===== config.mk =====
export PLATFORM = sky130hd
export DESIGN_NAME = pid_limits
export DESIGN_NICKNAME = d
export VERILOG_FILES = /design/src/pid_limits.v /design/src/tick_divider.v /design/src/pulse_generator.v
export VERILOG_INCLUDE_DIRS = /design/src
export SDC_FILE = /design/constraint.sdc
export NUM_CORES = 1
export LEC_CHECK = 0
export BUFFER_PORTS_ARGS = -buffer_cell sky130_fd_sc_hd__buf_4
export CORE_MARGIN = 5
export CORE_UTILIZATION = 30
export DETAILED_ROUTE_END_ITERATION = 8
export HOLD_SLACK_MARGIN = 0.12
export PLACE_DENSITY = 0.45
export SKIP_CTS_REPAIR_TIMING = 1
export SYNTH_ARGS = -nofsm -noshare
export SYNTH_HDL_FRONTEND = slang
export SYNTH_SLANG_ARGS = --single-unit

===== constraint.sdc =====
create_clock -name pclk -period 22.5 [get_ports pclk]
set_clock_uncertainty 0.05 [all_clocks]
set_input_delay 2.25 -clock pclk [delete_from_list [all_inputs] [get_ports pclk]]
set_output_delay 2.25 -clock pclk [all_outputs]
set_load 0.01 [all_outputs]

===== src/pid_limits_regs.vh =====
// Register offsets, field positions, reset values and timing counts of the loop limit and pulse output stage.
// Overview of operation
// - Error magnitude below deadband is treated as zero at each loop update.
// - Setpoint below its low limit is replaced by the low limit.
// - Setpoint above its high limit is replaced by the high limit.
// - In auto mode a control value below its low limit is raised to it; reset value zero.
// - In auto mode a control value above its high limit is capped; reset value 4095.
// - Constant offset is added, so zero error yields the offset.
// - Loop error is stored each update in a read-only status register.
// - Enabled output is on for control value over 4096 of each cycle.
// - With the pulse enable cleared the output stays off.
// - Pulse cycle time counts in tenths of a second.
// - In auto mode the low-limit clamp keeps on-time at least low limit over 4096 of cycle.
// - Saturation flag shows when control value is 0 or 4095.
// - Auto mode updates control value each sample; manual leaves operator value.
`ifndef PID_LIMITS_REGS_VH
`define PID_LIMITS_REGS_VH

// Printed offsets are word indices; byte address is four times the index.
`define IDX_DEADBAND        8'h05
`define IDX_SP_LOW          8'h06
`define IDX_SP_HIGH         8'h07
`define IDX_CV_LOW          8'h08
`define IDX_CV_HIGH         8'h09
`define IDX_CV_OFFSET       8'h0a
`define IDX_LOOP_ERROR      8'h0b
`define IDX_CYCLE_TIME      8'h0e
`define IDX_CONTROL         8'h10
`define IDX_STATUS          8'h11
`define IDX_SETPOINT        8'h12
`define IDX_PROCESS         8'h13
`define IDX_MANUAL_CV       8'h14
`define IDX_CONTROL_VALUE   8'h15

`define CTRL_AUTO_BIT       0
`define CTRL_PULSE_EN_BIT   1
`define STAT_SAT_BIT        0
`define STAT_OUT_BIT        1

`define RST_CV_LOW          16'h0000
`define RST_CV_HIGH         16'h0fff
`define CV_MAX              12'hfff
`define CV_SCALE_BITS       12

// One tenth of a second in ns, and the clock period in ns.
`define TENTH_SEC_NS        100000000
`define CLK_PERIOD_NS       4
`define TENTH_SEC_CYCLES    (`TENTH_SEC_NS / `CLK_PERIOD_NS)

`endif


===== src/pid_limits.v =====
// Loop limit stage: deadband, setpoint and control clamps, offset, error status and pulse output over APB.
//
// Added by the designer: the APB register port.
`timescale 1ns/1ps
`include "pid_limits_regs.vh"
module pid_limits #(
  parameter integer TENTH_COUNT = `TENTH_SEC_CYCLES
) (
  input  wire        pclk,
  input  wire        presetn,
  input  wire        psel,
  input  wire        penable,
  input  wire        pwrite,
  input  wire [11:0] paddr,
  input  wire [31:0] pwdata,
  output wire        pready,
  output reg  [31:0] prdata,
  output wire        pslverr,
  input  wire        loop_update,
  input  wire [15:0] computed_value,
  output reg  [15:0] loop_error_out,
  output reg  [15:0] setpoint_used,
  output reg  [11:0] control_value,
  output reg         saturated,
  output wire        pulse_out
);

  ////////////////////////////////////////////////////////////////////////////////
  // Registers.

  reg  [15:0] deadband_value;
  reg  [15:0] setpoint_low_limit;
  reg  [15:0] setpoint_high_limit;
  reg  [15:0] control_low_limit;
  reg  [15:0] control_high_limit;
  reg  [15:0] control_offset;
  reg  [15:0] loop_error;
  reg  [15:0] pulse_cycle_time;
  reg  [15:0] setpoint_value;
  reg  [15:0] process_value;
  reg  [11:0] manual_value;
  reg         auto_mode;
  reg         pulse_enable;

  wire [9:0]  word_index;
  wire        addr_ok;
  wire        wr_en;
  reg         mapped;

  assign word_index = paddr[11:2];
  assign addr_ok    = (paddr[1:0] == 2'b00);
  assign pready     = 1'b1;
  assign wr_en      = psel & penable & pwrite;
  assign pslverr    = psel & penable & ~(mapped & addr_ok);

  always @*
  begin
    case (word_index)
      {2'b00, `IDX_DEADBAND}, {2'b00, `IDX_SP_LOW}, {2'b00, `IDX_SP_HIGH},
      {2'b00, `IDX_CV_LOW}, {2'b00, `IDX_CV_HIGH}, {2'b00, `IDX_CV_OFFSET},
      {2'b00, `IDX_LOOP_ERROR}, {2'b00, `IDX_CYCLE_TIME}, {2'b00, `IDX_CONTROL},
      {2'b00, `IDX_STATUS}, {2'b00, `IDX_SETPOINT}, {2'b00, `IDX_PROCESS},
      {2'b00, `IDX_MANUAL_CV}, {2'b00, `IDX_CONTROL_VALUE}:
        mapped = 1'b1;
      default:
        mapped = 1'b0;
    endcase
  end

  always @(posedge pclk or negedge presetn)
  begin
    if (!presetn)
    begin
      deadband_value      <= 16'h0000;
      setpoint_low_limit  <= 16'h0000;
      setpoint_high_limit <= 16'h0000;
      control_low_limit   <= `RST_CV_LOW;
      control_high_limit  <= `RST_CV_HIGH;
      control_offset      <= 16'h0000;
      pulse_cycle_time    <= 16'h0000;
      setpoint_value      <= 16'h0000;
      process_value       <= 16'h0000;
      manual_value        <= 12'h000;
      auto_mode           <= 1'b0;
      pulse_enable        <= 1'b0;
    end
    else if (wr_en && addr_ok)
    begin
      case (word_index)
        {2'b00, `IDX_DEADBAND}:  deadband_value      <= pwdata[15:0];
        {2'b00, `IDX_SP_LOW}:    setpoint_low_limit  <= pwdata[15:0];
        {2'b00, `IDX_SP_HIGH}:   setpoint_high_limit <= pwdata[15:0];
        {2'b00, `IDX_CV_LOW}:    control_low_limit   <= pwdata[15:0];
        {2'b00, `IDX_CV_HIGH}:   control_high_limit  <= pwdata[15:0];
        {2'b00, `IDX_CV_OFFSET}: control_offset      <= pwdata[15:0];
        {2'b00, `IDX_CYCLE_TIME}: pulse_cycle_time   <= pwdata[15:0];
        {2'b00, `IDX_SETPOINT}:  setpoint_value      <= pwdata[15:0];
        {2'b00, `IDX_PROCESS}:   process_value       <= pwdata[15:0];
        {2'b00, `IDX_MANUAL_CV}: manual_value        <= pwdata[11:0];
        {2'b00, `IDX_CONTROL}:
        begin
          auto_mode    <= pwdata[`CTRL_AUTO_BIT];
          pulse_enable <= pwdata[`CTRL_PULSE_EN_BIT];
        end
        default:
        begin
        end
      endcase
    end
  end

  always @(posedge pclk or negedge presetn)
  begin
    if (!presetn)
      prdata <= 32'h00000000;
    // An unaligned read is refused and answers zero, like an unmapped one.
    else if (psel && !penable && !pwrite && !addr_ok)
      prdata <= 32'h00000000;
    else if (psel && !penable && !pwrite)
    begin
      case (word_index)
        {2'b00, `IDX_DEADBAND}:      prdata <= {16'h0000, deadband_value};
        {2'b00, `IDX_SP_LOW}:        prdata <= {16'h0000, setpoint_low_limit};
        {2'b00, `IDX_SP_HIGH}:       prdata <= {16'h0000, setpoint_high_limit};
        {2'b00, `IDX_CV_LOW}:        prdata <= {16'h0000, control_low_limit};
        {2'b00, `IDX_CV_HIGH}:       prdata <= {16'h0000, control_high_limit};
        {2'b00, `IDX_CV_OFFSET}:     prdata <= {16'h0000, control_offset};
        {2'b00, `IDX_LOOP_ERROR}:    prdata <= {16'h0000, loop_error};
        {2'b00, `IDX_CYCLE_TIME}:    prdata <= {16'h0000, pulse_cycle_time};
        {2'b00, `IDX_CONTROL}:       prdata <= {30'h00000000, pulse_enable, auto_mode};
        {2'b00, `IDX_STATUS}:        prdata <= {30'h00000000, pulse_out, saturated};
        {2'b00, `IDX_SETPOINT}:      prdata <= {16'h0000, setpoint_value};
        {2'b00, `IDX_PROCESS}:       prdata <= {16'h0000, process_value};
        {2'b00, `IDX_MANUAL_CV}:     prdata <= {20'h00000, manual_value};
        {2'b00, `IDX_CONTROL_VALUE}: prdata <= {20'h00000, control_value};
        default:                     prdata <= 32'h00000000;
      endcase
    end
  end

  ////////////////////////////////////////////////////////////////////////////////
  // Loop post-processing. Values are signed 16-bit; limits compare signed.

  reg  signed [15:0] sp_clamped;
  reg  signed [15:0] raw_error;
  reg  signed [15:0] abs_error;
  reg  signed [15:0] dead_error;
  reg  signed [17:0] cv_sum;
  reg  signed [17:0] cv_clamped;
  reg  signed [17:0] cv_ranged;

  always @*
  begin
    sp_clamped = setpoint_value;
    if ($signed(setpoint_value) < $signed(setpoint_low_limit))
      sp_clamped = setpoint_low_limit;
    if ($signed(setpoint_value) > $signed(setpoint_high_limit))
      sp_clamped = setpoint_high_limit;
    raw_error  = process_value - sp_clamped;
    abs_error  = raw_error[15] ? -raw_error : raw_error;
    // Compared as unsigned so -32768 counts as large, not negative.
    dead_error = ($unsigned(abs_error) < deadband_value) ? 16'sh0000 : raw_error;
    cv_sum     = {{2{computed_value[15]}}, computed_value} + {{2{control_offset[15]}}, control_offset};
    cv_clamped = cv_sum;
    if (cv_sum < $signed({{2{control_low_limit[15]}}, control_low_limit}))
      cv_clamped = {{2{control_low_limit[15]}}, control_low_limit};
    if (cv_sum > $signed({{2{control_high_limit[15]}}, control_high_limit}))
      cv_clamped = {{2{control_high_limit[15]}}, control_high_limit};
    // The output is 12 bits wide whatever the limits say.
    cv_ranged = cv_clamped;
    if (cv_clamped < 18'sh00000)
      cv_ranged = 18'sh00000;
    if (cv_clamped > 18'sh00fff)
      cv_ranged = 18'sh00fff;
  end

  always @(posedge pclk or negedge presetn)
  begin
    if (!presetn)
    begin
      loop_error     <= 16'h0000;
      loop_error_out <= 16'h0000;
      setpoint_used  <= 16'h0000;
      control_value  <= 12'h000;
      saturated      <= 1'b1;
    end
    else
    begin
      if (loop_update)
      begin
        loop_error     <= dead_error;
        loop_error_out <= dead_error;
        setpoint_used  <= sp_clamped;
      end
      if (!auto_mode)
        control_value <= manual_value;
      else if (loop_update)
        control_value <= cv_ranged[11:0];
      saturated <= (auto_mode ? (loop_update ? cv_ranged[11:0] : control_value) : manual_value) == 12'h000 ||
                   (auto_mode ? (loop_update ? cv_ranged[11:0] : control_value) : manual_value) == `CV_MAX;
    end
  end

  ////////////////////////////////////////////////////////////////////////////////
  // Pulse output on a tenth-second time base.

  wire tenth_tick;

  tick_divider #(
    .COUNT (TENTH_COUNT)
  ) tick_divider_inst (
    .pclk    (pclk),
    .presetn (presetn),
    .clear   (~pulse_enable),
    .tick    (tenth_tick)
  );

  // A long cycle time is kinder to relay contacts; nothing here enforces it.
  pulse_generator pulse_generator_inst (
    .pclk          (pclk),
    .presetn       (presetn),
    .enable        (pulse_enable),
    .tenth_tick    (tenth_tick),
    .cycle_time    (pulse_cycle_time),
    .control_value (control_value),
    .pulse_out     (pulse_out)
  );

endmodule


===== src/tick_divider.v =====
// Divider that produces a one-cycle enable pulse every count cycles.
`timescale 1ns/1ps
module tick_divider #(
  parameter integer COUNT = 25000000
) (
  input  wire pclk,
  input  wire presetn,
  input  wire clear,
  output reg  tick
);

  reg [31:0] count;

  always @(posedge pclk or negedge presetn)
  begin
    if (!presetn)
    begin
      count <= 32'h00000000;
      tick  <= 1'b0;
    end
    else if (clear)
    begin
      count <= 32'h00000000;
      tick  <= 1'b0;
    end
    else if (count == COUNT - 1)
    begin
      count <= 32'h00000000;
      tick  <= 1'b1;
    end
    else
    begin
      count <= count + 32'h00000001;
      tick  <= 1'b0;
    end
  end

endmodule


===== src/pulse_generator.v =====
// Time-proportional pulse generator: on for control value over 4096 of each cycle.
`timescale 1ns/1ps
`include "pid_limits_regs.vh"
module pulse_generator (
  input  wire        pclk,
  input  wire        presetn,
  input  wire        enable,
  input  wire        tenth_tick,
  input  wire [15:0] cycle_time,
  input  wire [11:0] control_value,
  output reg         pulse_out
);

  // Phase counts in 1/4096 steps of a tenth: each tenth adds 4096 phase units, so
  // on-time = control_value / 4096 * cycle without a divider.
  reg  [27:0] phase;
  reg  [27:0] phase_end;
  wire [27:0] next_phase;
  wire [27:0] on_limit;

  assign next_phase = phase + 28'h0001000;
  assign on_limit   = control_value * cycle_time;

  always @(posedge pclk or negedge presetn)
  begin
    if (!presetn)
    begin
      phase     <= 28'h0000000;
      phase_end <= 28'h0000000;
      pulse_out <= 1'b0;
    end
    else if (!enable)
    begin
      phase     <= 28'h0000000;
      phase_end <= 28'h0000000;
      pulse_out <= 1'b0;
    end
    else
    begin
      if (tenth_tick)
      begin
        if (phase == 28'h0000000 || next_phase >= phase_end)
        begin
          // New cycle: sample the length and restart
          phase     <= (phase == 28'h0000000) ? 28'h0001000 : 28'h0000000;
          phase_end <= {cycle_time, 12'h000};
        end
        else
        begin
          phase <= next_phase;
        end
      end
      // A zero cycle time keeps the output off rather than stuck on.
      pulse_out <= (cycle_time != 16'h0000) && (({phase[27:12], 12'h000}) < on_limit);
    end
  end

endmodule


# == After elaboration in Yosys (flattened, before gate mapping) ==
# Memory sizes are Yosys's and may differ from the RTL's.
# Cells that the tools add are included.
# op_classes
n_addsub,5
mul,1
n_lt_le_gt_ge,9
n_eq_ne,18
n_mux,26
bitwise,5
reduce_logical,28
# ops
operator,n
16-bit one-hot mux with 14 select lines,1
28-bit two-way mux,6
32-bit two-way mux,4
16-bit two-way mux,4
"10-bit by 5-bit equality test with 1-bit output, second input constant",6
"10-bit by 4-bit equality test with 1-bit output, second input constant",5
12-bit two-way mux,4
18-bit two-way mux,2
"32-bit by 1-bit adder with 32-bit output, second input constant",1
"32-bit by 25-bit equality test with 1-bit output, second input constant",1
16-bit less-than comparator,2
"10-bit by 3-bit equality test with 1-bit output, second input constant",3
"28-bit by 13-bit adder with 28-bit output, second input constant",1
28-bit >= comparator,1
28-bit zero test,1
28-bit less-than comparator,1
12-bit by 16-bit multiplier with 28-bit output,1
2-bit AND reduction,12
"18-bit by 13-bit > comparator with 1-bit output, second input constant",1
"18-bit by 1-bit less-than comparator with 1-bit output, second input constant",1
16-bit by 16-bit adder with 17-bit output,1
17-bit by 16-bit > comparator with 1-bit output,1
17-bit by 16-bit less-than comparator with 1-bit output,1
16-bit > comparator,1
16 further kinds,30
# word_totals
regBits,325
rom_bits,32
input_bits,66
wordCells,115
mem_count,1
# mem_list
memory,depth,width,read_ports,rd_ports_with_merged_regs,write_ports,line_no,text
(no name shown),32,1,1,0,0,pid_limits.v:58,case (word_index)

# == Logic depth before layout (Yosys ltp) ==
# Gate-level depths: netlist of run 1.
# depth
ltp_word,11
ltp_mapped,40
mapped_depth_nobuf,37

# == Cells and area by module ==
# Synthesis of run 1 repeated with hierarchy kept, for this count alone.
# hier_totals
cells_unflattened,2709
hier_area_um2,24497.2
# modules_own_cells
mod,n_inst,cells_per_inst,area_per_inst_um2,seq_area_each_um2
pid_limits,1,1503,13980.9,5496.5
pulse_generator,1,1031,8779.7,825.8
tick_divider,1,175,1736.7,825.8

# == Least setup slack after synthesis of run 1 ==
# OpenSTA, ideal clock, no wires.
# synth_path
path_type,register -> register
start,register control_value[5]
end,register pulse_generator_inst.pulse_out
arrival_ps,7324
setup_slack_ps,15007
path_stages_with_launch,30
path_buffers,2
synth_period_minus_slack_ps,7493
path_cell_list,dfrtp_1 > clkbuf_1 > clkbuf_1 > nand2_1 > fa_1 > fa_1 > fa_1 > inv_1 > fa_1 > inv_1 > fa_1 > inv_1 > ha_1 > a21oi_1 > inv_1 > o41ai_1 > o21ai_0 > o31ai_1 > o21a_1 > a21boi_0 > nor2b_1 > nor3_1 > a21oi_1 > xnor2_1 > ha_1 > nand3_1 > or3_1 > nor4_1 > a31oi_1 > o21a_1
# synth_between
elab_chain_cells,4
# synth_lines
element,line_no,text
"start, declared",pid_limits.v:23,"output reg [11:0] control_value,"
"start signal, assigned",pid_limits.v:196,control_value <= manual_value;
"start signal, assigned",pid_limits.v:198,control_value <= cv_ranged[11:0];
12-bit by 16-bit multiplier with 28-bit output,pulse_generator.v:22,assign on_limit = control_value * cycle_time;
28-bit less-than comparator,pulse_generator.v:54,"pulse_out <= (cycle_time != 16'h0000) && (({phase[27:12], 12'h000}) < on_limit);"
1-bit logical AND,pulse_generator.v:54,
1-bit two-way mux,pulse_generator.v:32,else if (!enable)
"end signal, assigned",pulse_generator.v:54,
"end, declared",pulse_generator.v:11,output reg pulse_out
# No other way between the ends.
# A chain may end at the register's enable or synchronous reset.

# == Worst setup path after layout of run 1 ==
# layout_path
start,register pulse_cycle_time[5]
end,register pulse_generator_inst.pulse_out
# layout_between
elab_chain_cells,4
elab_cells_between_ends,5
# layout_lines
element,line_no,text
"start, declared",pid_limits.v:38,reg [15:0] pulse_cycle_time;
"start signal, assigned",pid_limits.v:96,"{2'b00, `IDX_CYCLE_TIME}: pulse_cycle_time <= pwdata[15:0];"
12-bit by 16-bit multiplier with 28-bit output,pulse_generator.v:22,
28-bit less-than comparator,pulse_generator.v:54,
1-bit logical AND (*),pulse_generator.v:54,
1-bit two-way mux (*),pulse_generator.v:32,
# Mark *: on every way between the ends. The rest lies on a longest branch, timed or not.

==> results of run 1 <==
## stage by stage
step	utilization [%]	power (W)
CTS	34.14	0.001303
detailed placement	32.59	0.0006812
global route	34.14	0.001335
floorplan	-	0.0006150
finish	34.14	0.001284
global placement	32.59	0.0006790
## Yosys cell counts, types with 18 or more instances
master / n
nand2_1: 296
ha_1: 212
xnor2_1: 51
nor3_1: 36
o21a_1: 21
and3_1: 21
nor2b_1: 18
nand4_1: 28
fa_1: 142
inv_1: 341
nand2b_1: 18
nor2_1: 130
a22o_1: 29
dfrtp_1: 272
clkbuf_1: 127
a21o_1: 38
a21oi_1: 89
o22ai_1: 22
o21ai_0: 149
a221oi_1: 32
mux2i_1: 30
xor2_1: 54
nor4_1: 21
nand3_1: 78
and2_1: 60
mux2_2: 124
## logic make-up (layout without fill, tap and decap cells)
kind of cell / Yosys count / after routing
compound gates: 490 / 490
xor+xnor: 105 / 105
fa+ha+maj: 354 / 354
buf+inv: 492 / 568
flops: 285 / 285
mux: 163 / 163
other cells: 2 / 17
simple gates: 743 / 743
## layout make-up
class                   count  area (sq um)
clock buffers              56          1079
clock inverters            13         163.9
fillers                  8264         52700
inverters                 342          1284
multi-input cells        1872         15140
flip-flops and latches    285          7148
well taps                1060          1326
repair buffers            157          1186
## how the worst min path moves through the flow
stage / startpoint / to / slack [ns] / cells past startpoint
6_report: prdata[0]$_DFFE_PN0P_ / prdata[0]$_DFFE_PN0P_ / 0.43 / 1
5_1_grt: prdata[13]$_DFFE_PN0P_ / prdata[13]$_DFFE_PN0P_ / 0.45 / 1
4_1_cts: prdata[0]$_DFFE_PN0P_ / prdata[0]$_DFFE_PN0P_ / 0.44 / 1
3_5_place_dp: prdata[11]$_DFFE_PN0P_ / prdata[11]$_DFFE_PN0P_ / 0.42 / 1
3_3_place_gp: prdata[0]$_DFFE_PN0P_ / prdata[0]$_DFFE_PN0P_ / 0.42 / 1
2_1_floorplan: tick_divider_inst.count[0]$_DFF_PN0_ / tick_divider_inst.count[0]$_DFF_PN0_ / 0.41 / 1
## power breakdown
| part | internal (W) | switching, W | leakage (nW) | total [W] |
|---|---|---|---|---|
| sequential | 0.000523 | 0.0000136 | 3.56 | 0.000537 |
| clock | 0.000359 | 0.000252 | 0.603 | 0.000611 |
| combinational | 0.0000432 | 0.0000924 | 9.29 | 0.000136 |
## routing by layer
layer	part of all wire (%)	wire, microns
met5	0.016	13
met4	2.7	2180
met3	4.4	3590
met2	49	40140
met1	44	36150
==> metrics.txt, run 1 <==
CP max FO=16; Critical Path Source=pulse_cycle_time[5]$_DFFE_PN0P_; Hold WC Path Type=reg2reg; pre-CTS setup slack=13.63 ns; Final nets=3116; LEAKAGE=13.45 nW; CTS tree=yes; port bufs=112; leading area contributor after synthesis=dfrtp_1; GP Congestion=0.9118; Antenna Nets Post-Route=0; FF-to-FF setup slack=13.64 ns; critical path capture point=pulse_generator_inst.pulse_out$_DFF_PN0_; post-synthesis mux area share=7.883%; sequential fraction of the synthesis area=29.67%; clk slew on worst S/H paths=0.05 ns; Critical-path top delay cell=dfrtp_1; largest net degree at the start of global routing=104; syn_area_per_cell=9.147 sq um; I/O Pins=146; Layout area overhead=13.41%; Top FF cell, synth=dfrtp_1; vias in the first global route=20.07k; Die Area=86080 sq um; final instance area=27330 sq um; final worst slack=13.64 ns; CTS H-Tree Depth=2; cell family with most CP delay=compound AO/OA/AOI/OAI gates; TNS Setup=0 ns; first-pass GRT wire length=124600 microns; most used cell along the critical path=fa_1; core footprint=80030 sq um; Final Hold Viols=0; Die W=293.4 microns; Worst Tran Pin Value=1.150 ns; main combinational cell family by area after synthesis=adder cells; commonest non-fill, non-tap cell in the layout=inv_1; total grt overflow=0; max FFs per register=32; worst setup path category=reg2reg; met1 Usage GRT=24.64%; detailed placer's ending HPWL=62280 microns; WHS=0.4306 ns; initial antenna violation count=2; n_diodes=0; vias per cell=5.126; number of CTS-inserted buffers=38; xor/xnor cell area share of the yosys netlist=3.817%; Max Clk Rate=112.9 MHz; CP Depth=26; drt wl/cell=21.68 microns; Synth area leaders=dfrtp_1 28%, fa_1 12%, ha_1 11%, mux2_2 5.8%, inv_1 5.3%; Cell Rows=104; Gate Count Post-Synth=2634; Slew Limit Fails=0; Initial Util=30.11%; Die Ht=293.4 microns; M2 GR Usage=32.65%; Critical Path RT=22.89 ns; WP buf/inv=4; max_slew headroom=23.06%; pwr dens=46.98 nW/um^2; Yosys top cell area share=28.25%; Worst R2R End=pulse_generator_inst.pulse_out$_DFF_PN0_; YS warnings=0; Max Root-Sink Buffers=3; Pre-antenna DRT Iters=6; drc violations=0; sink count of the clock tree=285; maximum VDD drop=0.04979 mV; CP endpoint kind=register; CTS Root Buffer Type=clkbuf_16; crit path launch type=register; Compound-Gate Fraction of Synth Area=13.28%; Total GRT Usage=18.74%; final worst-path cycle share=39.36%; DR vias=19.40k; GR met3 Demand/Resource=2.404%; CP peak stage delay=1.01 ns; Final setup viols=0; drt total wl=82080 microns; post-route insts no fill=3785; Register-to-Register Path Depth=26; DRT iter0 DRCs=1293; #FFs+latches synth=285; adder-cell share of the synthesized area=22.81%; unique cell type count in the Yosys netlist=75; RSZ-0062 raised after global routing=no; number of max-cap violations=0; asr flop ratio synth=100.0%; Placed Area=26080 sq um; synthesized area=24090 sq um; status=finished, final reports clean; share of cells above drive strength 1=14.20%; Synth Area in Simple Gates=14.54%; most frequent cells in the layout=341 x inv_1, 296 x nand2_1, 272 x dfrtp_1; Top Usage Layer GRT=met2; Tmin final=8.856 ns; RR Startpoint=pulse_cycle_time[5]$_DFFE_PN0P_; register bank with the most flops=tick_divider_inst.count; placed insts=3716; WP data arrival=9.25 ns; number of synthesized flops with an enable pin=0; later-pin clock latency in the skew report=0.59 ns
Note: power is estimated with default switching activity, not from simulation.
==> inputs of run 2 (changes only) <==
--- a/config.mk
+++ b/config.mk
@@ -11,7 +11,7 @@
 export CORE_UTILIZATION = 30
 export DETAILED_ROUTE_END_ITERATION = 8
 export HOLD_SLACK_MARGIN = 0.12
-export PLACE_DENSITY = 0.45
+export PLACE_DENSITY = 0.47
 export SKIP_CTS_REPAIR_TIMING = 1
 export SYNTH_ARGS = -nofsm -noshare
 export SYNTH_HDL_FRONTEND = slang
==> constraint.sdc (replaced) <==
create_clock -name pclk -period 7.34 [get_ports pclk]
set_clock_uncertainty 0.05 [all_clocks]
set_input_delay 0.734 -clock pclk [delete_from_list [all_inputs] [get_ports pclk]]
set_output_delay 0.734 -clock pclk [all_outputs]
set_load 0.01 [all_outputs]
==> run 2 against run 1 <==
Compared with the run above: largest cell class unchanged; register-to-register slack lost 13 ns; fmax grew 27%; worst hold slack lost 0.21 ns; clock-buffer cell count shrank 8; largest power group unchanged.
==> metrics.txt, run 2 (same netlist as run 1, synthesis figures left out) <==
sw frac=27.14% (was 27.92%); Initial Util=30.11% (unchanged); clk slew on worst S/H paths=0.06 ns (was 0.05 ns); placed insts=3828 (was 3716); Max Root-Sink Buffers=3 (unchanged); Seq pwr share=40.7% (was 41.8%); Placed Area=26980 sq um (was 26080 sq um); final worst-path cycle share=95.05% (was 39.36%); Worst R2R End=pulse_generator_inst.pulse_out$_DFF_PN0_ (unchanged); DR vias=19.78k (was 19.40k); CP peak stage delay=0.55 ns (was 1.01 ns); pwr dens=141.6 nW/um^2 (was 46.98 nW/um^2); Final Hold Viols=0 (unchanged); Die W=293.4 microns (unchanged); Die Area=86080 sq um (unchanged); register bank with the most flops=tick_divider_inst.count (unchanged); met1 Usage GRT=24.60% (was 24.64%); total chip power=0.004042 W (was 0.001284 W); crit path launch type=register (unchanged); detailed placer's ending HPWL=64010 microns (was 62280 microns); Hold WC Path Type=in2async (was reg2reg); Tmin final=6.977 ns (was 8.856 ns); number of max-cap violations=0 (unchanged); share of cells above drive strength 1=19.49% (was 14.20%); port bufs=112 (unchanged); CTS H-Tree Depth=2 (unchanged); Max Clk Rate=143.3 MHz (was 112.9 MHz); FF-to-FF setup slack=0.36 ns (was 13.64 ns); Int Pwr=0.002945 W (was 0.0009252 W); WP data arrival=7.35 ns (was 9.25 ns); CP max FO=6 (was 16); largest net degree at the start of global routing=121 (was 104); drt wl/cell=21.22 microns (was 21.68 microns); WHS=0.2190 ns (was 0.4306 ns); worst setup path category=reg2reg (unchanged); CTS tree=yes (unchanged); CP endpoint kind=register (unchanged); drt total wl=82750 microns (was 82080 microns); final instance area=28540 sq um (was 27330 sq um); Final nets=3230 (was 3116); Die Ht=293.4 microns (unchanged); GP Congestion=0.9232 (was 0.9118); sink count of the clock tree=285 (unchanged); vias per cell=5.074 (was 5.126); combinational power share=11.0% (was 10.6%); CTS Root Buffer Type=clkbuf_16 (unchanged); core footprint=80030 sq um (unchanged); Total GRT Usage=18.79% (was 18.74%); LEAKAGE=14.14 nW (was 13.45 nW); Top Usage Layer GRT=met2 (unchanged); Worst Tran Pin Value=1.218 ns (was 1.150 ns); GR met3 Demand/Resource=3.424% (was 2.404%); Pre-antenna DRT Iters=5 (was 6); I/O Pins=146 (unchanged); drc violations=0 (unchanged); Final setup viols=0 (unchanged); Critical-path top delay cell=fa_1 (was dfrtp_1); switching pwr=0.001097 W (was 0.0003584 W); Cell Rows=104 (unchanged); status=finished, final reports clean (unchanged); later-pin clock latency in the skew report=0.57 ns (was 0.59 ns); Slew Limit Fails=0 (unchanged); Register-to-Register Path Depth=29 (was 26); maximum VDD drop=0.1534 mV (was 0.04979 mV); Critical Path RT=7.71 ns (was 22.89 ns); Layout area overhead=18.45% (was 13.41%); RR Startpoint=pulse_cycle_time[5]$_DFFE_PN0P_ (unchanged); commonest non-fill, non-tap cell in the layout=inv_1 (unchanged); vias in the first global route=20.20k (was 20.07k); M2 GR Usage=31.42% (was 32.65%); most frequent cells in the layout=340 x inv_1, 296 x nand2_1, 265 x dfrtp_1 (was 341 x inv_1, 296 x nand2_1, 272 x dfrtp_1); number of CTS-inserted buffers=37 (was 38); clock power share=48.3% (was 47.6%); total grt overflow=0 (unchanged); max FFs per register=32 (unchanged); Antenna Nets Post-Route=0 (unchanged); initial antenna violation count=5 (was 2); max_slew headroom=18.19% (was 23.06%); DRT iter0 DRCs=1319 (was 1293); post-route insts no fill=3899 (was 3785); first-pass GRT wire length=125100 microns (was 124600 microns)
[run 2: cell count changes in the layout (fill, tap and decap cells not counted), sizes merged]
cell,before,now
clkbuf,56,49
clkinv,8,13
inv,343,341
bufinv,2,5
buf,157,271
diode,0,1
[run 2: through the flow]
| step | TNS (ns) | setup slack (ns) | util, % |
|---|---|---|---|
| 2_1_floorplan | 0 | 0.01124 | - |
| 4_1_cts | -4.497 | -0.2890 | 35.33 |
| 3_3_place_gp | -2.086 | -0.1445 | 33.71 |
| 6_report | 0 | 0.3631 | 35.66 |
| 5_1_grt | -0.1088 | -0.02415 | 35.66 |
| 3_5_place_dp | -2.992 | -0.1961 | 33.71 |
[run 2: critical path, delay by kind of cell, from the launching register on]
family	cells	cell delay, ns
compound gates	7	0.94
xor+xnor	1	0.14
fa+ha+maj	7	3.18
buf+inv	7	0.63
flops	1	0.38
simple gates	7	1.54
[run 2: power groups by stage]
stage | Sequential [W] | Combinational, W | Clock [W]
2_1_floorplan | 0.00166 | 0.000228 | 0
3_3_place_gp | 0.00167 | 0.000437 | 0
3_5_place_dp | 0.00167 | 0.000444 | 0
4_1_cts | 0.00164 | 0.000445 | 0.00202
5_1_grt | 0.00165 | 0.000483 | 0.00207
6_report | 0.00164 | 0.000445 | 0.00195
[run 2: per-layer routing]
layer / part of all wire, % / wire length, microns
met5: 0.0097 / 8
met4: 3.8 / 3138
met3: 6.6 / 5439
met2: 47 / 38970
met1: 43 / 35200
[run 2: worst max path at each step]
stage                                       from                                        to  slack (ns)
2_1_floorplan         control_value[4]$_DFF_PN0_  pulse_generator_inst.pulse_out$_DFF_PN0_        0.01
3_3_place_gp   setpoint_low_limit[9]$_DFFE_PN0P_                 loop_error[1]$_DFFE_PN0P_       -0.14
3_5_place_dp   setpoint_low_limit[9]$_DFFE_PN0P_                 loop_error[1]$_DFFE_PN0P_       -0.20
4_1_cts        setpoint_low_limit[9]$_DFFE_PN0P_                 loop_error[7]$_DFFE_PN0P_       -0.29
5_1_grt            setpoint_value[9]$_DFFE_PN0P_                 loop_error[2]$_DFFE_PN0P_       -0.02
6_report         pulse_cycle_time[5]$_DFFE_PN0P_  pulse_generator_inst.pulse_out$_DFF_PN0_        0.36
[run 2: cell type report]
cell class                 instances  area, sq um
fill                            8189        51490
multi-input combinational       1872        15350
sequential                       285         7157
timing repair buffer             272         2127
tap                             1060         1326
inverter                         342         1284
clock buffer                      48         1049
clock inverter                    19        244.0
antenna                            1        2.502
